`config.mk`:
```
export PLATFORM = sky130hd
export DESIGN_NAME = i2cto_top
export DESIGN_NICKNAME = d
export VERILOG_FILES = /design/src/rtl/i2cto_function_clock_divider.v /design/src/rtl/i2cto_monitor.v /design/src/rtl/i2cto_top.v
export VERILOG_INCLUDE_DIRS = /design/src /design/src/rtl
export SDC_FILE = /design/constraint.sdc
export NUM_CORES = 1
export LEC_CHECK = 0
export BUFFER_PORTS_ARGS = -buffer_cell sky130_fd_sc_hd__buf_4
export CAP_MARGIN = 20
export CELL_PAD_IN_SITES_DETAIL_PLACEMENT = 0
export CELL_PAD_IN_SITES_GLOBAL_PLACEMENT = 1
export CORE_MARGIN = 1.5
export CORE_UTILIZATION = 39
export DETAILED_ROUTE_END_ITERATION = 8
export HOLD_SLACK_MARGIN = 0.15
export PLACE_DENSITY_LB_ADDON = 0.1
export SYNTH_ARGS = -nofsm -noshare
export SYNTH_HDL_FRONTEND = slang
export SYNTH_SLANG_ARGS = --single-unit
```
`constraint.sdc`:
```
create_clock -name clock_in -period 2.38 [get_ports clock_in]
set_input_delay 0 -clock clock_in [delete_from_list [all_inputs] [get_ports clock_in]]
set_output_delay 0 -clock clock_in [all_outputs]
set_load 0.05 [all_outputs]
```
`src/rtl/i2cto_consts.vh`:
```
/*
 Constants of the two-wire bus time-out, prescaler and masked status block.
 Assumes inclusion by bare name from the design files under rtl/.
*/
`ifndef I2CTO_CONSTS_VH
`define I2CTO_CONSTS_VH

// ----------------------------------------------------------------
// Register offsets
// ----------------------------------------------------------------
`define I2CTO_OFF_TIMEOUT 8'h10
`define I2CTO_OFF_DIVIDER 8'h14
`define I2CTO_OFF_MSTAT 8'h18
`define I2CTO_OFF_INTEN 8'h1c
`define I2CTO_OFF_FLAGS 8'h30
`define I2CTO_OFF_TOEN 8'h34

// ----------------------------------------------------------------
// Field positions and reset values
// ----------------------------------------------------------------
`define I2CTO_FIXED_NIBBLE 4'hf
`define I2CTO_TO_RST 12'hfff
`define I2CTO_DIV_RST 16'h0000
`define I2CTO_BIT_MPEND 0
`define I2CTO_BIT_MARB 4
`define I2CTO_BIT_MSSERR 6
`define I2CTO_BIT_SPEND 8
`define I2CTO_BIT_EVTO 24
`define I2CTO_BIT_SCLTO 25
`define I2CTO_STAT_MASK 32'h03000151
`define I2CTO_INTEN_RST 32'h00000001
`define I2CTO_TOEN_RST 2'h3

`endif

```
`src/rtl/i2cto_function_clock_divider.v`:
```
/*
 Prescaler producing a one-cycle function clock tick.
 Assumes a divide value that is stable or changes at any time; a new value
 is compared at once, so one below the running count wraps it at once.
*/
`timescale 1ns/1ns
module i2cto_prescaler #(
    parameter WIDTH = 16
) (
    input wire clock_in,
    input wire rstn_in,
    input wire [WIDTH-1:0] divide_value_in,
    output wire tick_out
);

    reg [WIDTH-1:0] cnt_q;
    reg [WIDTH-1:0] cnt_d;
    wire wrap;

    // ----------------------------------------------------------------
    // Divide by value plus one
    // ----------------------------------------------------------------
    assign wrap = (cnt_q >= divide_value_in);

    always @* begin
        if (wrap) begin
            cnt_d = {WIDTH{1'b0}};
        end else begin
            cnt_d = cnt_q + {{(WIDTH-1){1'b0}}, 1'b1};
        end
    end

    always @(posedge clock_in) begin
        if (!rstn_in) begin
            cnt_q <= {WIDTH{1'b0}};
        end else begin
            cnt_q <= cnt_d;
        end
    end

    // Zero divide value gives a tick every cycle
    assign tick_out = wrap;

endmodule

```
`src/rtl/i2cto_monitor.v`:
```
/*
 One time-out monitor: counts function clock ticks since the last restart.
 Assumes restart and active are on the same clock as the tick.
*/
`timescale 1ns/1ns
module i2cto_monitor #(
    parameter WIDTH = 16
) (
    input wire clock_in,
    input wire rstn_in,
    input wire tick_in,
    input wire active_in,
    input wire restart_in,
    input wire [WIDTH-1:0] limit_in,
    output wire expire_out
);

    reg [WIDTH-1:0] cnt_q;
    reg [WIDTH-1:0] cnt_d;
    wire at_limit;

    // ----------------------------------------------------------------
    // Count and compare
    // ----------------------------------------------------------------
    assign at_limit = (cnt_q >= limit_in);

    always @* begin
        cnt_d = cnt_q;
        if (!active_in || restart_in) begin
            cnt_d = {WIDTH{1'b0}};
        end else if (tick_in && !at_limit) begin
            cnt_d = cnt_q + {{(WIDTH-1){1'b0}}, 1'b1};
        end
    end

    always @(posedge clock_in) begin
        if (!rstn_in) begin
            cnt_q <= {WIDTH{1'b0}};
        end else begin
            cnt_q <= cnt_d;
        end
    end

    // Limit L fires on tick L+1, so a limit of 15 is sixteen ticks
    assign expire_out = active_in && !restart_in && tick_in && at_limit;

endmodule

```
`src/rtl/i2cto_top.v`:
```
/*
 Two-wire bus support logic: function clock prescaler, bus-event and
 clock-low time-out monitors, raw flags and the masked status view, all
 behind a simple strobe register port.
 Assumes scl_in and sda_in come straight from the pins (asynchronous) and
 the protocol engine status inputs come from logic on clock_in.
*/
`timescale 1ns/1ns
`include "i2cto_consts.vh"
module i2cto_top #(
    parameter AW = 8,
    parameter DIVW = 16
) (
    input wire clock_in,
    input wire rstn_in,
    input wire [AW-1:0] reg_addr_in,
    input wire [31:0] reg_wdata_in,
    input wire reg_write_in,
    input wire reg_read_in,
    output reg [31:0] reg_rdata_out,
    input wire scl_in,
    input wire sda_in,
    input wire master_pending_in,
    input wire master_arbitration_lost_in,
    input wire master_start_stop_error_in,
    input wire slave_pending_in,
    output reg function_clock_tick_out,
    output reg bus_busy_out,
    output reg bus_event_timeout_flag_out,
    output reg clock_low_timeout_flag_out,
    output reg bus_event_timeout_irq_out,
    output reg clock_low_timeout_irq_out
);

    // ----------------------------------------------------------------
    // Decode helper
    // ----------------------------------------------------------------
    function hit;
        input [AW-1:0] addr;
        input [7:0] offset;
        begin
            hit = (addr == offset[AW-1:0]);
        end
    endfunction

    // ----------------------------------------------------------------
    // Pin synchronisers
    // ----------------------------------------------------------------
    reg scl_meta_q;
    reg scl_sync_q;
    reg scl_prev_q;
    reg sda_meta_q;
    reg sda_sync_q;
    reg sda_prev_q;

    always @(posedge clock_in) begin
        if (!rstn_in) begin
            scl_meta_q <= 1'b1;
            scl_sync_q <= 1'b1;
            scl_prev_q <= 1'b1;
            sda_meta_q <= 1'b1;
            sda_sync_q <= 1'b1;
            sda_prev_q <= 1'b1;
        end else begin
            scl_meta_q <= scl_in;
            scl_sync_q <= scl_meta_q;
            scl_prev_q <= scl_sync_q;
            sda_meta_q <= sda_in;
            sda_sync_q <= sda_meta_q;
            sda_prev_q <= sda_sync_q;
        end
    end

    // ----------------------------------------------------------------
    // Bus events and busy state
    // ----------------------------------------------------------------
    wire scl_rise;
    wire scl_fall;
    wire start_cond;
    wire stop_cond;
    wire any_event;
    reg busy_q;
    reg busy_d;

    assign scl_rise = scl_sync_q && !scl_prev_q;
    assign scl_fall = !scl_sync_q && scl_prev_q;
    // Data moving while the clock stays high marks start or stop
    assign start_cond = scl_sync_q && scl_prev_q && !sda_sync_q && sda_prev_q;
    assign stop_cond = scl_sync_q && scl_prev_q && sda_sync_q && !sda_prev_q;
    assign any_event = start_cond || stop_cond || scl_rise || scl_fall;

    always @* begin
        busy_d = busy_q;
        if (start_cond) begin
            busy_d = 1'b1;
        end else if (stop_cond) begin
            busy_d = 1'b0;
        end
    end

    always @(posedge clock_in) begin
        if (!rstn_in) begin
            busy_q <= 1'b0;
        end else begin
            busy_q <= busy_d;
        end
    end

    // ----------------------------------------------------------------
    // Registers written by software
    // ----------------------------------------------------------------
    reg [11:0] to_field_q;
    reg [DIVW-1:0] div_q;
    reg [31:0] inten_q;
    reg [1:0] toen_q;
    wire wr_timeout;
    wire wr_divider;
    wire wr_inten;
    wire wr_flags;
    wire wr_toen;

    assign wr_timeout = reg_write_in && hit(reg_addr_in, `I2CTO_OFF_TIMEOUT);
    assign wr_divider = reg_write_in && hit(reg_addr_in, `I2CTO_OFF_DIVIDER);
    assign wr_inten = reg_write_in && hit(reg_addr_in, `I2CTO_OFF_INTEN);
    assign wr_flags = reg_write_in && hit(reg_addr_in, `I2CTO_OFF_FLAGS);
    assign wr_toen = reg_write_in && hit(reg_addr_in, `I2CTO_OFF_TOEN);

    always @(posedge clock_in) begin
        if (!rstn_in) begin
            to_field_q <= `I2CTO_TO_RST;
            div_q <= `I2CTO_DIV_RST;
            inten_q <= `I2CTO_INTEN_RST;
            toen_q <= `I2CTO_TOEN_RST;
        end else begin
            if (wr_timeout) begin
                // Bits 3..0 are not stored; upper half is dropped
                to_field_q <= reg_wdata_in[15:4];
            end
            if (wr_divider) begin
                div_q <= reg_wdata_in[DIVW-1:0];
            end
            if (wr_inten) begin
                inten_q <= reg_wdata_in & `I2CTO_STAT_MASK;
            end
            if (wr_toen) begin
                // Each monitor has its own enable: bit 0 bus event, bit 1 clock low
                toen_q <= reg_wdata_in[1:0];
            end
        end
    end

    // ----------------------------------------------------------------
    // Function clock and time-out monitors
    // ----------------------------------------------------------------
    wire fclk_tick;
    wire [15:0] limit;
    wire ev_active;
    wire scl_active;
    wire ev_expire;
    wire scl_expire;

    // A divide value below the running count wraps at once,
    // so one short function clock period follows such a write
    i2cto_prescaler #(
        .WIDTH(DIVW)
    ) u_prescaler (
        .clock_in(clock_in),
        .rstn_in(rstn_in),
        .divide_value_in(div_q),
        .tick_out(fclk_tick)
    );

    // Fixed low nibble gives a sixteen-tick minimum and step
    assign limit = {to_field_q, `I2CTO_FIXED_NIBBLE};

    // Stop ends busy, so the counter is held cleared from the cycle after
    assign ev_active = busy_q && toen_q[0];
    // Only low time counts; a high clock holds the count cleared
    assign scl_active = busy_q && toen_q[1] && !scl_sync_q;

    i2cto_monitor #(
        .WIDTH(16)
    ) u_event_mon (
        .clock_in(clock_in),
        .rstn_in(rstn_in),
        .tick_in(fclk_tick),
        .active_in(ev_active),
        .restart_in(any_event),
        .limit_in(limit),
        .expire_out(ev_expire)
    );

    i2cto_monitor #(
        .WIDTH(16)
    ) u_scl_mon (
        .clock_in(clock_in),
        .rstn_in(rstn_in),
        .tick_in(fclk_tick),
        .active_in(scl_active),
        .restart_in(scl_fall),
        .limit_in(limit),
        .expire_out(scl_expire)
    );

    // ----------------------------------------------------------------
    // Sticky time-out flags
    // ----------------------------------------------------------------
    reg ev_flag_q;
    reg scl_flag_q;
    wire ev_clr;
    wire scl_clr;

    // Software clears a flag by writing one to its raw flag position
    assign ev_clr = wr_flags && reg_wdata_in[`I2CTO_BIT_EVTO];
    assign scl_clr = wr_flags && reg_wdata_in[`I2CTO_BIT_SCLTO];

    always @(posedge clock_in) begin
        if (!rstn_in) begin
            ev_flag_q <= 1'b0;
            scl_flag_q <= 1'b0;
        end else begin
            // A new expiry beats a clear in the same cycle
            ev_flag_q <= (ev_flag_q && !ev_clr) || ev_expire;
            scl_flag_q <= (scl_flag_q && !scl_clr) || scl_expire;
        end
    end

    // ----------------------------------------------------------------
    // Raw and masked status
    // ----------------------------------------------------------------
    reg [31:0] raw_stat;
    wire [31:0] masked_stat;

    always @* begin
        raw_stat = 32'h00000000;
        raw_stat[`I2CTO_BIT_MPEND] = master_pending_in;
        raw_stat[`I2CTO_BIT_MARB] = master_arbitration_lost_in;
        raw_stat[`I2CTO_BIT_MSSERR] = master_start_stop_error_in;
        raw_stat[`I2CTO_BIT_SPEND] = slave_pending_in;
        raw_stat[`I2CTO_BIT_EVTO] = ev_flag_q;
        raw_stat[`I2CTO_BIT_SCLTO] = scl_flag_q;
    end

    // Reserved positions are masked out and read as zero
    assign masked_stat = raw_stat & inten_q & `I2CTO_STAT_MASK;

    // ----------------------------------------------------------------
    // Read port
    // ----------------------------------------------------------------
    reg [31:0] rdata_d;

    always @* begin
        rdata_d = 32'h00000000;
        // Upper half reads as zero, though software may not rely on it
        if (hit(reg_addr_in, `I2CTO_OFF_TIMEOUT)) begin
            rdata_d = {16'h0000, to_field_q, `I2CTO_FIXED_NIBBLE};
        end else if (hit(reg_addr_in, `I2CTO_OFF_DIVIDER)) begin
            rdata_d[DIVW-1:0] = div_q;
        end else if (hit(reg_addr_in, `I2CTO_OFF_MSTAT)) begin
            rdata_d = masked_stat;
        end else if (hit(reg_addr_in, `I2CTO_OFF_INTEN)) begin
            rdata_d = inten_q;
        end else if (hit(reg_addr_in, `I2CTO_OFF_FLAGS)) begin
            rdata_d = raw_stat;
        end else if (hit(reg_addr_in, `I2CTO_OFF_TOEN)) begin
            rdata_d = {30'h0, toen_q};
        end
    end

    // Data stand only in the cycle after the read strobe
    always @(posedge clock_in) begin
        if (!rstn_in) begin
            reg_rdata_out <= 32'h00000000;
        end else if (reg_read_in) begin
            reg_rdata_out <= rdata_d;
        end else begin
            reg_rdata_out <= 32'h00000000;
        end
    end

    // ----------------------------------------------------------------
    // Registered outputs
    // ----------------------------------------------------------------
    always @(posedge clock_in) begin
        if (!rstn_in) begin
            function_clock_tick_out <= 1'b0;
            bus_busy_out <= 1'b0;
            bus_event_timeout_flag_out <= 1'b0;
            clock_low_timeout_flag_out <= 1'b0;
            bus_event_timeout_irq_out <= 1'b0;
            clock_low_timeout_irq_out <= 1'b0;
        end else begin
            function_clock_tick_out <= fclk_tick;
            bus_busy_out <= busy_q;
            bus_event_timeout_flag_out <= ev_flag_q;
            clock_low_timeout_flag_out <= scl_flag_q;
            bus_event_timeout_irq_out <= masked_stat[`I2CTO_BIT_EVTO];
            clock_low_timeout_irq_out <= masked_stat[`I2CTO_BIT_SCLTO];
        end
    end

endmodule
```
## Word level (Yosys, flattened, before mapping)

Index checks and enable logic that the tools add are counted.

- Output and inout port bits: 38
- Bits in registers: 131
- Bits of input ports: 50
- Logic and storage cells: 101

- Bitwise gates (word level): 3
- Add/sub/neg operators: 3
- Reduce and logical (&&, ||, !) cells: 53
- Muxes and demuxes: 8
- $lt $le $gt $ge: 3
- Eq/ne operators: 6

Operators with widths:

| kind | count |
|---|---|
| $mux W32 | 3 |
| $add A16 B1 Y16 const B | 3 |
| $ge A16 B16 Y1 | 3 |
| $eq A8 B5 Y1 const B | 4 |
| $mux W16 | 2 |
| $logic_and A1 B1 Y1 | 27 |
| $and A26 B26 Y26 | 1 |
| $eq A8 B6 Y1 const B | 2 |
| $logic_not A1 Y1 | 12 |
| $logic_or A1 B1 Y1 | 7 |
| $reduce_or A2 Y1 | 3 |
| $reduce_or A5 Y1 | 1 |
| $reduce_or A4 Y1 | 1 |
| $mux W1 | 2 |
| $mux W2 | 1 |
| $not A1 Y1 | 2 |
| $reduce_and A2 Y1 | 1 |
| $reduce_bool A2 Y1 | 1 |

## Longest topological paths before layout

Gate-level depths: netlist (run 1).

- Word-level depth: 11
- Mapped depth: 10
- Depth with buffers taken out: 8

## By module

Synthesis (run 1) repeated with hierarchy kept, for this count alone.

- Cells, all modules: 724
- Area total of the unflattened synthesis: 6437.4 µm²

Modules (own cells, without submodules):

| module | instances | cells each | area each (µm²) | seq. area each (µm²) |
|---|---|---|---|---|
| i2cto_top | 1 | 286 | 2792.7 | 1381.3 |
| i2cto_monitor at u_scl_mon | 1 | 158 | 1307.5 | 320.3 |
| i2cto_monitor at u_event_mon | 1 | 153 | 1271.2 | 320.3 |
| i2cto_prescaler | 1 | 127 | 1066.0 | 320.3 |

## Worst setup path after synthesis (run 1)

No wires, ideal clock.

- Path type: reg2reg
- Start point: register u_prescaler.cnt_q[0]
- End point: register u_scl_mon.cnt_q[8]
- Arrival time: 2124 ps
- Setup time: 115 ps
- Required time: 2265 ps
- Cell stages (with the launch flop): 11
- Path slack: 141 ps
- Buffers on the path: 2
- Clock period less this slack: 2239 ps
- Cells stage by stage: dfxtp_1 > inv_1 > ha_1 > nand2b_1 > a2111o_1 > a32oi_1 > and3_4 > buf_6 > buf_6 > nor4_1 > o21a_1

- Word-level cells in the longest chain between the ends: 2

Ends and longest elaborated chain:

| element | RTL line | source |
|---|---|---|
| from (decl) | i2cto_function_clock_divider.v:16 | `reg [WIDTH-1:0] cnt_q;` |
| from (signal assigned) | i2cto_function_clock_divider.v:35 | `cnt_q <= {WIDTH{1'b0}};` |
| from (signal assigned) | i2cto_function_clock_divider.v:37 | `cnt_q <= cnt_d;` |
| $ge A16 B16 Y1 | i2cto_function_clock_divider.v:23 | `assign wrap = (cnt_q >= divide_value_in);` |
| $logic_and A1 B1 Y1 | i2cto_monitor.v:31 | `end else if (tick_in && !at_limit) begin` |
| to (signal assigned) | i2cto_monitor.v:38 | `cnt_q <= {WIDTH{1'b0}};` |
| to (signal assigned) | i2cto_monitor.v:40 | `cnt_q <= cnt_d;` |
| to (decl) | i2cto_monitor.v:18 | `reg [WIDTH-1:0] cnt_q;` |

Every way passes these cells.
A chain may end at the register's enable or synchronous reset.

## Final worst setup path (run 1)

- Start point: register to_field_q[5]
- End point: register u_event_mon.cnt_q[13]

- Word-level cells in the longest chain between the ends: 3

Ends and longest elaborated chain:

| element | RTL line | source |
|---|---|---|
| from (decl) | i2cto_top.v:112 | `reg [11:0] to_field_q;` |
| from (signal assigned) | i2cto_top.v:130 | `` to_field_q <= `I2CTO_TO_RST; `` |
| from (signal assigned) | i2cto_top.v:137 | `to_field_q <= reg_wdata_in[15:4];` |
| $ge A16 B16 Y1 | i2cto_monitor.v:25 | `assign at_limit = (cnt_q >= limit_in);` |
| $logic_not A1 Y1 | i2cto_monitor.v:31 |  |
| $logic_and A1 B1 Y1 | i2cto_monitor.v:31 |  |
| to (signal assigned) | i2cto_monitor.v:38 |  |
| to (signal assigned) | i2cto_monitor.v:40 |  |
| to (decl) | i2cto_monitor.v:18 |  |

Every way passes these cells.

==> qor.yml, run 1 <==
status:
  status: "finished, final reports clean"
cells_and_area:
  multiInputGateArea_mm2: 0.00348
  final_area_mm2: 0.00791
  nNetsFinal: 882
  drive_above_1_share_pct: 23.8
  seq_area_mm2: 0.00236
  utilization_pct: 53.8
  diodes: 0
  fillers: 1364
  area_growth_pct: 33.4
  layout.cells.non_filler: 985
sta:
  hold_violations: 0
  skew_ps: 9.16
  slew_headroom_pct: 47.1
  fin_hold_ws_ps: 148
  setup_viol: 0
  drv_slew: 0
  tightest_slew_ps: 791
  min_period_ps: 2300
  rsz0062_at_grt: "yes"
  timing.fmax_mhz: 436
  fin_ws_ps: 84.7
  fin_crit_sh_pct: 96.4
power_and_ir_drop:
  comb_power_share_pct: 5.0
  swShare_pct: 22.4
  p_sw_mw: 1.03
  p_per_area_mw_per_mm2: 582
  ir_worst_vdd_mv: 0.475
  p_seq_share_pct: 42.9
  leakage_nw: 3.15
  p_clk_share_pct: 52.1
  p_int_mw: 3.57
logic_synthesis:
  synth_enable_flop_cells: 0
  synth-seq-area-share_pct: 39.5
  syn_area_mm2: 0.00593
  synth_area_leaders: "dfxtp_1 (40%), ha_1 (9.1%), nand2_1 (5.5%), a21oi_1 (3.5%), nand3_1 (2.5%)"
  yosysTopAreaCellShare_pct: 39.5
  netlist_instances: 678
  syn_avg_cell_area_um2: 8.74
  async_reset_ff_share_pct: 0
  ys_types: 58
  synth-seq-cells: 117
  yosysMostFrequentCell: "dfxtp_1"
  synth_top_area_cell: "dfxtp_1"
  netlist_top_cells_count: "dfxtp_1 (117), nand2_1 (87), ha_1 (43), a21oi_1 (41)"
  yosys_warnings: 0
  ys.flop_type: "dfxtp_1"
detailed_routing:
  drt_pass1_iterations: 4
  initialDrtViolationCount: 294
  routed_wl_um: 16100
  viasPerCell: 5.42
  post_drt_wl_per_cell_um: 16.4
  num_vias: 5341
  antenna_left: 0
  drc: 0
clocking:
  clkLatencyLatePin_ps: 410
  cts_root_buf: "clkbuf_16"
  cts-htree-levels: 4
  cts_tree: "done"
  cts_made_buffers: 17
  cts_buffer_depth: 2
  cts.sinks: 117
  path_clk_slew_ps: 50
floorplan:
  die_x_um: 126
  start_util_pct: 40.3
  die_area_mm2: 0.0159
  row_count: 44
  ios: 88
  die_h_um: 126
  coreArea_mm2: 0.0147
worst_setup_path:
  end_kind: "flop"
  crit_fanout: 8
  critPathRequiredTime_ps: 2700
  worstSetupStartpointType: "flop"
  critPathKind: "reg -> reg"
  critical_path_arrival_ps: 2620
global_route:
  grt_pass1_vias: 5022
  grt_max_degree: 44
  grtUsageTotal_pct: 20.3
  antenna_found_initial: 0
  grt_first_pass_wirelength_um: 25400
  grt_overflow_total: 0
placement:
  placed_area_mm2: 0.00661
  hpwl_um: 11100
  pre_cts_ws_ps: -62.7
  io_buffers: 59
  gp_congestion: 0.760
  place_inst: 912
flow_run:
  max_cap_violations: 0
min_path:
  min_path_type: "in -> reg"
-- logic make-up after synthesis --
logic type,share of synthesized area (%)
flip-flops,39.5
other,0.0633
AND/OR/NAND/NOR,22.5
adder cells (fa/ha/maj),9.08
buffers and inverters,7.41
XOR/XNOR,2.22
AO/OA/AOI/OAI,17.5
multiplexers,1.69
-- registers in the layout, summed over array words and instances, names as in the netlist, 2 cells and up --
register           flops
toen_q                 2
inten_q                6
u_prescaler.cnt_q     16
u_event_mon.cnt_q     16
u_scl_mon.cnt_q       16
div_q                 16
to_field_q            12
reg_rdata_out         18
-- path summary, 6_finish.rpt --
path | startpoint | endpoint | slack (ps) | cells past startpoint
min reg2reg | sda_meta_q | sda_sync_q | 410 | 1
max reg2reg | to_field_q[5] | u_event_mon.cnt_q[13] | 80 | 9
max | to_field_q[5] | u_event_mon.cnt_q[13] | 80 | 9
min | reg_read_in | reg_rdata_out[1] | 150 | 3
-- critical path, stage by stage (launching register included) --
cell,delay (ps)
dfxtp_2,330
inv_1,70
ha_1,290
a21o_1,180
a21o_1,180
a21oi_2,170
o221ai_4,160
buf_12,170
or4b_4,510
a21oi_2,140
-- per-layer routing --
metal,global-route usage [%],vias up,part of all wire [%]
li1,-,2645,-
met1,26.0,2589,47
met2,34.3,95,49
met3,4.63,12,3.3
met4,6.02,0,0.91
met5,0,-,0
-- placed cells by master, fill, tap and decap left out, drive strengths merged, types with 5 or more instances in the layout --
| cell | Yosys | layout |
|---|---|---|
| a21boi | 17 | 17 |
| a21oi | 42 | 42 |
| a22o | 6 | 6 |
| a22oi | 6 | 6 |
| a31oi | 5 | 5 |
| and2 | 10 | 10 |
| and3 | 21 | 21 |
| buf | 31 | 91 |
| clkbuf | 20 | 24 |
| clkinv | 0 | 6 |
| conb | 1 | 14 |
| dfxtp | 117 | 117 |
| dlygate4sd3 | 0 | 37 |
| ha | 43 | 43 |
| inv | 34 | 34 |
| mux2i | 10 | 10 |
| nand2 | 88 | 88 |
| nand2b | 12 | 12 |
| nand3 | 30 | 30 |
| nand4 | 13 | 13 |
| nor2 | 34 | 34 |
| nor2b | 5 | 5 |
| nor3 | 7 | 7 |
| o211ai | 18 | 18 |
| o21ai | 9 | 9 |
| o31ai | 20 | 20 |
| o41ai | 5 | 5 |
| or4 | 19 | 19 |
| xnor2 | 6 | 6 |
| xor2 | 9 | 9 |
-- through the flow --
step	setup TNS [ps]	total power [mW]
after global routing	-248	4.75
after global placement	0	2.20
after CTS	0	4.64
after floorplan	0	2.14
final	0	4.60
after detailed placement	-466	2.20
-- power by group through the flow --
stage / Clock (mW) / Combinational [mW] / Sequential (mW)
3_5_place_dp: 0 / 0.185 / 2.02
5_1_grt: 2.53 / 0.243 / 1.97
2_1_floorplan: 0 / 0.118 / 2.02
6_report: 2.39 / 0.228 / 1.97
3_3_place_gp: 0 / 0.183 / 2.02
4_1_cts: 2.44 / 0.226 / 1.97
-- layout make-up --
type	instances	area share, %
Multi-Input combinational cell	489	44.0
Sequential cell	117	29.9
Tap cell	184	2.91
Inverter	34	1.61
Timing Repair Buffer	130	14.6
Clock inverter	9	0.997
Clock buffer	22	6.00
-- repair_timing --
action / in CTS / in global routing
pin swaps: 3 / 25
setup buffers: 0 / 3
cloned: 0 / 2
setup endpoints to repair: 33 / 43
hold endpoints to repair: 53 / 0
hold buffers: 37 / 0
resized for setup: 6 / 63
Note: power is estimated with default switching activity, not from simulation.
==> run 2: changes to the inputs <==
--- a/config.mk
+++ b/config.mk
@@ -6,12 +6,13 @@
 export SDC_FILE = /design/constraint.sdc
 export NUM_CORES = 1
 export LEC_CHECK = 0
+export ABC_AREA = 1
 export BUFFER_PORTS_ARGS = -buffer_cell sky130_fd_sc_hd__buf_4
 export CAP_MARGIN = 20
 export CELL_PAD_IN_SITES_DETAIL_PLACEMENT = 0
 export CELL_PAD_IN_SITES_GLOBAL_PLACEMENT = 1
 export CORE_MARGIN = 1.5
-export CORE_UTILIZATION = 39
+export CORE_UTILIZATION = 38
 export DETAILED_ROUTE_END_ITERATION = 8
 export HOLD_SLACK_MARGIN = 0.15
 export PLACE_DENSITY_LB_ADDON = 0.1
==> run 2 against run 1 <==
Net effect: die area increased by 7.5%; clock-buffer cell count is 3 lower; combinational power grew 10%; design area increased by 0.28%; via count up 7.7%; sequential power about the same; clock power barely moved; sequential cell count unchanged; final cell count is 21% higher; worst hold slack better by 27 ps; critical path type is now in -> reg.
==> qor.yml, run 2 <==
detailed_routing:
  viasPerCell: 4.84  # was 5.42
  num_vias: 5752  # was 5341
  drc: 0  # unchanged
  antenna_left: 0  # unchanged
  post_drt_wl_per_cell_um: 14.2  # was 16.4 µm
  drt_pass1_iterations: 5  # was 4
  routed_wl_um: 16900  # was 16100 µm
  initialDrtViolationCount: 353  # was 294
logic_synthesis:
  ys.flop_type: "dfxtp_1"  # unchanged
  syn_area_mm2: 0.00622  # was 0.00593 mm²
  yosys.area_share.simple_pct: 26.1  # was 22.5%
  syn_avg_cell_area_um2: 7.43  # was 8.74 µm²
  synth-seq-cells: 117  # unchanged
  yosysTopAreaCellShare_pct: 37.7  # was 39.5%
  async_reset_ff_share_pct: 0  # unchanged
  synth_area_leaders: "dfxtp_1 (38%), nand2_1 (9.8%), ha_1 (8.7%), inv_1 (5.9%), a21oi_1 (5.7%)"  # was dfxtp_1 (40%), ha_1 (9.1%), nand2_1 (5.5%), a21oi_1 (3.5%), nand3_1 (2.5%)
  synth_top_family_by_area: "simple AND/OR/NAND/NOR gates"  # unchanged
  ys_types: 36  # was 58
  synth_fa_ha_area_share_pct: 8.65  # was 9.08%
  yosys_warnings: 0  # unchanged
  synth-seq-area-share_pct: 37.7  # was 39.5%
  synth_top_area_cell: "dfxtp_1"  # unchanged
  synth-compound-area-share_pct: 13.3  # was 17.5%
  yosysMostFrequentCell: "nand2_1"  # was dfxtp_1
  synth_enable_flop_cells: 0  # unchanged
  netlist_top_cells_count: "nand2_1 (163), dfxtp_1 (117), inv_1 (98), a21oi_1 (71), nor2_1 (69)"  # was dfxtp_1 (117), nand2_1 (87), ha_1 (43), a21oi_1 (41)
  netlist_instances: 837  # was 678
  synth-xor-area-share_pct: 4.23  # was 2.22%
  synth.mux.area_fraction_pct: 0  # was 1.69%
cells_and_area:
  final_common_cell: "nand2_1"  # was dfxtp_1
  top_register: "reg_rdata_out"  # unchanged
  drive_above_1_share_pct: 15.3  # was 23.8%
  area_growth_pct: 27.5  # was 33.4%
  layout.cells.non_filler: 1188  # was 985
  nNetsFinal: 1052  # was 882
  utilization_pct: 49.7  # was 53.8%
  diodes: 0  # unchanged
  mostFrequentLayoutCells: "nand2_1 (163), dfxtp_1 (117), inv_1 (98)"  # was dfxtp_1 (102), nand2_1 (86), buf_4 (86)
  largest_reg_flops: 18  # unchanged
global_route:
  grt_overflow_total: 0  # unchanged
  antenna_found_initial: 0  # unchanged
  grt_first_pass_wirelength_um: 26700  # was 25400 µm
  grt_pass1_vias: 5495  # was 5022
  grtUsageTotal_pct: 20.4  # was 20.3%
  grt_max_degree: 32  # was 44
sta:
  fin_hold_ws_ps: 175  # was 148 ps
  drv_slew: 0  # unchanged
  skew_ps: 8.62  # was 9.16 ps
  setup_viol: 0  # unchanged
  tns_ps: 0  # unchanged
  rsz0062_at_grt: "no"  # was yes
  slew_headroom_pct: 39.7  # was 47.1%
  tightest_slew_ps: 903  # was 791 ps
  min_period_ps: 2190  # was 2300 ps
  fin_crit_sh_pct: 92.0  # was 96.4%
  hold_violations: 0  # unchanged
  timing.fmax_mhz: 457  # was 436 MHz
power_and_ir_drop:
  p_seq_share_pct: 42.7  # was 42.9%
  p_sw_mw: 1.10  # was 1.03 mW
  comb_power_share_pct: 5.4  # was 5.0%
  p_per_area_mw_per_mm2: 582  # about the same
  p_int_mw: 3.52  # was 3.57 mW
  ir_worst_vdd_mv: 0.490  # was 0.475 mV
  leakage_nw: 3.39  # was 3.15 nW
  swShare_pct: 23.7  # was 22.4%
  p_clk_share_pct: 51.8  # was 52.1%
worst_setup_path:
  crit_buf_inv: 5  # was 2
  cpMostUsedCell: "dlygate4sd3_1"
  crit_fanout: 4  # was 8
  crit_chain: "dlygate4sd3_1 > buf_4 > nor2_2 > nand3_1 > nor2_1 > nand2_1 > inv_1 > a21oi_1 > dlygate4sd3_1 > o21ai_0 > dlygate4sd3_1"  # was inv_1 > ha_1 > a21o_1 > a21o_1 > a21oi_2 > o221ai_4 > buf_12 > or4b_4 > a21oi_2
  critPathRequiredTime_ps: 2750  # was 2700 ps
  worstSetupStartpointType: "input port"  # was flop
  critPathSlowestCell: "dlygate4sd3_1"  # was or4b_4
  critical_path_arrival_ps: 2550  # was 2620 ps
  end_kind: "flop"  # unchanged
  critPathKind: "in -> reg"  # was reg -> reg
  path_delay_family: "buffers and inverters"  # was compound AO/OA/AOI/OAI gates
  slowest_delay_ps: 560  # was 510 ps
placement:
  io_buffers: 59  # unchanged
  hpwl_um: 12200  # was 11100 µm
  gp_congestion: 0.824  # was 0.760
  place_inst: 1103  # was 912
clocking:
  cts_tree: "done"  # unchanged
  path_clk_slew_ps: 60  # was 50 ps
  clkLatencyLatePin_ps: 420  # was 410 ps
  cts_root_buf: "clkbuf_16"  # unchanged
  cts_made_buffers: 17  # unchanged
  cts.sinks: 117  # unchanged
  cts_buffer_depth: 2  # unchanged
  cts-htree-levels: 4  # unchanged
min_path:
  min_path_type: "in -> reg"  # unchanged
floorplan:
  die_h_um: 131  # was 126 µm
  die_area_mm2: 0.0171  # was 0.0159 mm²
  die_x_um: 131  # was 126 µm
  start_util_pct: 39.0  # was 40.3%
  ios: 88  # unchanged
  coreArea_mm2: 0.0159  # was 0.0147 mm²
  row_count: 46  # was 44
status:
  status: "finished, final reports clean"  # unchanged
flow_run:
  max_cap_violations: 0  # unchanged
[run 2: repair_timing]
item,4_1_cts,5_1_grt
buffers inserted,0,2
resized for setup,0,1
setup endpoints to repair,0,1
hold buffers,51,0
endpoints found under the hold margin,63,0
[run 2: final timing paths]
| kind | endpoint | cells after the start | startpoint | slack, ps |
|---|---|---|---|---|
| setup / recovery | toen_q[1] | 11 | reg_addr_in[1] | 190 |
| hold / removal | reg_rdata_out[8] | 7 | reg_addr_in[5] | 170 |
| setup reg to reg | u_scl_mon.cnt_q[14] | 10 | to_field_q[3] | 340 |
| hold reg to reg | scl_sync_q | 1 | scl_meta_q | 410 |
[run 2: power by group through the flow]
stage / combinational (mW) / sequential (mW) / clock (mW)
global route: 0.271 / 1.97 / 2.54
finish: 0.251 / 1.97 / 2.39
floorplan: 0.130 / 2.02 / 0
global placement: 0.201 / 2.01 / 0
CTS: 0.249 / 1.97 / 2.45
detailed placement: 0.202 / 2.01 / 0
[run 2: worst register-to-register path: cells and delay by family (launching register included)]
kind,cells,cell delay (ps)
DFF,1,310
and+or+nand+nor,5,600
adders and majority gates,1,360
buffers and inverters,2,360
AOI/OAI and AO/OA,2,320
[run 2: cells by family (layout without fill, tap and decap cells)]
logic type / after synthesis / count (layout)
AOI/OAI and AO/OA: 146 / 146
xor gates and xnor gates: 30 / 30
adders and majority gates: 43 / 43
buffers and inverters: 138 / 260
DFF: 117 / 117
other: 1 / 14
and+or+nand+nor: 362 / 362
[run 2: metal layers]
| metal | GRT usage, % | share of wire [%] | vias up |
|---|---|---|---|
| li1 | - | - | 2970 |
| met5 | 0 | 0 | - |
| met2 | 35.6 | 48 | 130 |
| met4 | 6.72 | 1.3 | 0 |
| met1 | 25.0 | 46 | 2634 |
| met3 | 4.19 | 4.0 | 18 |
[run 2: cell type report]
cell class | count | area (µm²)
Fill cell | 1580 | 8020
Multi-Input combinational cell | 595 | 3300
Sequential cell | 117 | 2340
Timing Repair Buffer | 127 | 1080
Clock buffer | 19 | 443
Inverter | 101 | 379
Tap cell | 216 | 270
Clock inverter | 13 | 109
[run 2: through the flow]
stage,instance area (µm²),power (mW),worst slack (ps)
floorplan,6270,2.15,653
global placement,6850,2.22,354
detailed placement,6850,2.22,329
CTS,7910,4.67,88.1
global route,7930,4.78,1.13
finish,7930,4.62,191
==> run 3: changes to the inputs <==
--- a/config.mk
+++ b/config.mk
@@ -7,15 +7,16 @@
 export NUM_CORES = 1
 export LEC_CHECK = 0
 export ABC_AREA = 1
-export BUFFER_PORTS_ARGS = -buffer_cell sky130_fd_sc_hd__buf_4
 export CAP_MARGIN = 20
 export CELL_PAD_IN_SITES_DETAIL_PLACEMENT = 0
 export CELL_PAD_IN_SITES_GLOBAL_PLACEMENT = 1
 export CORE_MARGIN = 1.5
-export CORE_UTILIZATION = 38
+export CORE_UTILIZATION = 42
 export DETAILED_ROUTE_END_ITERATION = 8
+export DONT_BUFFER_PORTS = 1
 export HOLD_SLACK_MARGIN = 0.15
 export PLACE_DENSITY_LB_ADDON = 0.1
+export RECOVER_POWER = 25
 export SYNTH_ARGS = -nofsm -noshare
 export SYNTH_HDL_FRONTEND = slang
 export SYNTH_SLANG_ARGS = --single-unit
==> run 3 against run 2 <==
Net effect: clock-buffer cell count stayed put; utilization is 4.1 points higher; sequential power hardly changed; largest cell class unchanged; sequential cell count stayed put; via count is 0.57% higher; die area is 9.3% lower; clock skew is 1.3 ps lower; non-clock buffer count is 33 lower.
==> qor.yml, run 3 (synthesis results as in run 2) <==
status:
  status: "finished, final reports clean"  # unchanged
worst_setup_path:
  rr_startpoint: "to_field_q[3]"  # unchanged
  crit_start: "reg_addr_in[1]"  # unchanged
  critical_path_arrival_ps: 2620  # was 2550 ps
  critPathKind: "in -> reg"  # unchanged
  endpoint: "inten_q[25]"  # was toen_q[1]
  r2r_setup_slack_ps: 380  # was 340 ps
  crit_fanout: 4  # unchanged
  worstSetupStartpointType: "input port"  # unchanged
  r2r_cells: 10  # unchanged
  critPathRequiredTime_ps: 2740  # was 2750 ps
  end_kind: "flop"  # unchanged
  regToRegEndpoint: "u_scl_mon.cnt_q[2]"  # was u_scl_mon.cnt_q[14]
clocking:
  cts_buffer_depth: 2  # unchanged
  cts_root_buf: "clkbuf_16"  # unchanged
  path_clk_slew_ps: 60  # about the same
  cts.sinks: 117  # unchanged
  cts_tree: "done"  # unchanged
  cts-htree-levels: 4  # unchanged
  cts_made_buffers: 17  # unchanged
  clkLatencyLatePin_ps: 420  # about the same
sta:
  tightest_slew_ps: 578  # was 903 ps
  timing.fmax_mhz: 443  # was 457 MHz
  tns_ps: 0  # unchanged
  slew_headroom_pct: 61.4  # was 39.7%
  rsz0062_at_grt: "yes"  # was no
  skew_ps: 7.28  # was 8.62 ps
  fin_hold_ws_ps: 197  # was 175 ps
  setup_viol: 0  # unchanged
  min_period_ps: 2260  # was 2190 ps
  drv_slew: 0  # unchanged
  fin_crit_sh_pct: 94.7  # was 92.0%
  hold_violations: 0  # unchanged
floorplan:
  die_h_um: 125  # was 131 µm
  row_count: 44  # was 46
  die_x_um: 125  # was 131 µm
  start_util_pct: 42.9  # was 39.0%
  ios: 88  # unchanged
  coreArea_mm2: 0.0145  # was 0.0159 mm²
  die_area_mm2: 0.0155  # was 0.0171 mm²
placement:
  gp_congestion: 0.801  # was 0.824
  hpwl_um: 11800  # was 12200 µm
  io_buffers: 0  # was 59
detailed_routing:
  initialDrtViolationCount: 411  # was 353
  routed_wl_um: 16900  # about the same
  antenna_left: 0  # unchanged
  drt_pass1_iterations: 7  # was 5
  num_vias: 5785  # was 5752
  drc: 0  # unchanged
  viasPerCell: 5.15  # was 4.84
  post_drt_wl_per_cell_um: 15.1  # was 14.2 µm
power_and_ir_drop:
  leakage_nw: 3.21  # was 3.39 nW
  power_mw: 4.66  # was 4.62 mW
  p_per_area_mw_per_mm2: 598  # was 582 mW/mm²
  ir_worst_vdd_mv: 0.501  # was 0.490 mV
global_route:
  antenna_found_initial: 1  # was 0
  grt_pass1_vias: 5443  # was 5495
  grt_first_pass_wirelength_um: 27400  # was 26700 µm
  grtUsageTotal_pct: 22.2  # was 20.4%
  grt_overflow_total: 0  # unchanged
  grt_max_degree: 39  # was 32
cells_and_area:
  final_common_cell: "nand2_1"  # unchanged
  top_register: "reg_rdata_out"  # unchanged
  mostFrequentLayoutCells: "nand2_1 (162), dfxtp_1 (117), inv_1 (96)"  # was nand2_1 (163), dfxtp_1 (117), inv_1 (98)
  drive_above_1_share_pct: 10.3  # was 15.3%
  area_growth_pct: 25.4  # was 27.5%
  nNetsFinal: 1019  # was 1052
  largest_reg_flops: 18  # unchanged
flow_run:
  max_cap_violations: 0  # unchanged
min_path:
  min_path_type: "in -> reg"  # unchanged
run 3: cell count changes in the layout (fill, tap and decap cells not counted), moves of 2 or more:
cell,delta
buf_12,+3
buf_4,-61
clkinv_2,-5
clkinv_4,+3
clkinvlp_4,+2
dlygate4sd3_1,+22
dlymetal6s4s_1,+2
inv_1,-2
run 3: worst min-delay path by stage:
stage                         from           endpoint  slack [ps]  cells after the start
global route                sda_in         sda_meta_q         220                      2
CTS                 reg_addr_in[3]  reg_rdata_out[24]         170                      6
floorplan                   scl_in         scl_meta_q         110                      1
detailed placement         rstn_in         sda_prev_q          80                      1
global placement           rstn_in         scl_prev_q          80                      1
finish              reg_addr_in[0]   reg_rdata_out[1]         200                      7
run 3: report_power, final:
part | total [mW] | switching, mW | internal [mW]
Combinational | 0.197 | 0.134 | 0.0633
Clock | 2.49 | 0.988 | 1.50
Sequential | 1.98 | 0.0115 | 1.97
run 3: through the flow:
| step | instances | utilization (%) | setup slack (ps) | area (µm²) |
|---|---|---|---|---|
| detailed placement | 1011 | 44.0 | 345 | 6370 |
| global placement | 1011 | 44.0 | 447 | 6370 |
| floorplan | 850 | - | 653 | 6270 |
| CTS | 1119 | 53.3 | 40.5 | 7720 |
| global route | 1124 | 53.9 | -45.7 | 7800 |
| finish | 1124 | 53.9 | 125 | 7800 |
run 3: area by class of cell:
cell class / count / area [µm²]
fill: 1389 / 6680
multi-input combinational: 595 / 3320
sequential: 117 / 2340
timing repair buffer: 94 / 940
clock buffer: 19 / 453
inverter: 101 / 383
tap: 184 / 230
clock inverter: 13 / 126
antenna: 1 / 2.50
run 3: worst max-delay path, cell delays in order:
cell and delay, ps:
nor2_2 150, inv_1 50, dlygate4sd3_1 610, nor3_1 170, nand2_1 160, nor2_4 160
nand2_1 70, dlygate4sd3_1 560, a21oi_1 130, dlygate4sd3_1 560
run 3: layer usage:
layer  track usage [%]  share of wire, %
met3              5.03               4.8
met2              37.3                48
met4              7.57               1.4
met1              28.0                45
met5                 0                 0
run 3: what timing repair did:
item / CTS / global route
endpoints found under the setup margin: 0 / 24
hold buffers: 76 / 0
gates resized for setup: 0 / 14
buffers inserted: 0 / 4
hold endpoints to repair: 86 / 0
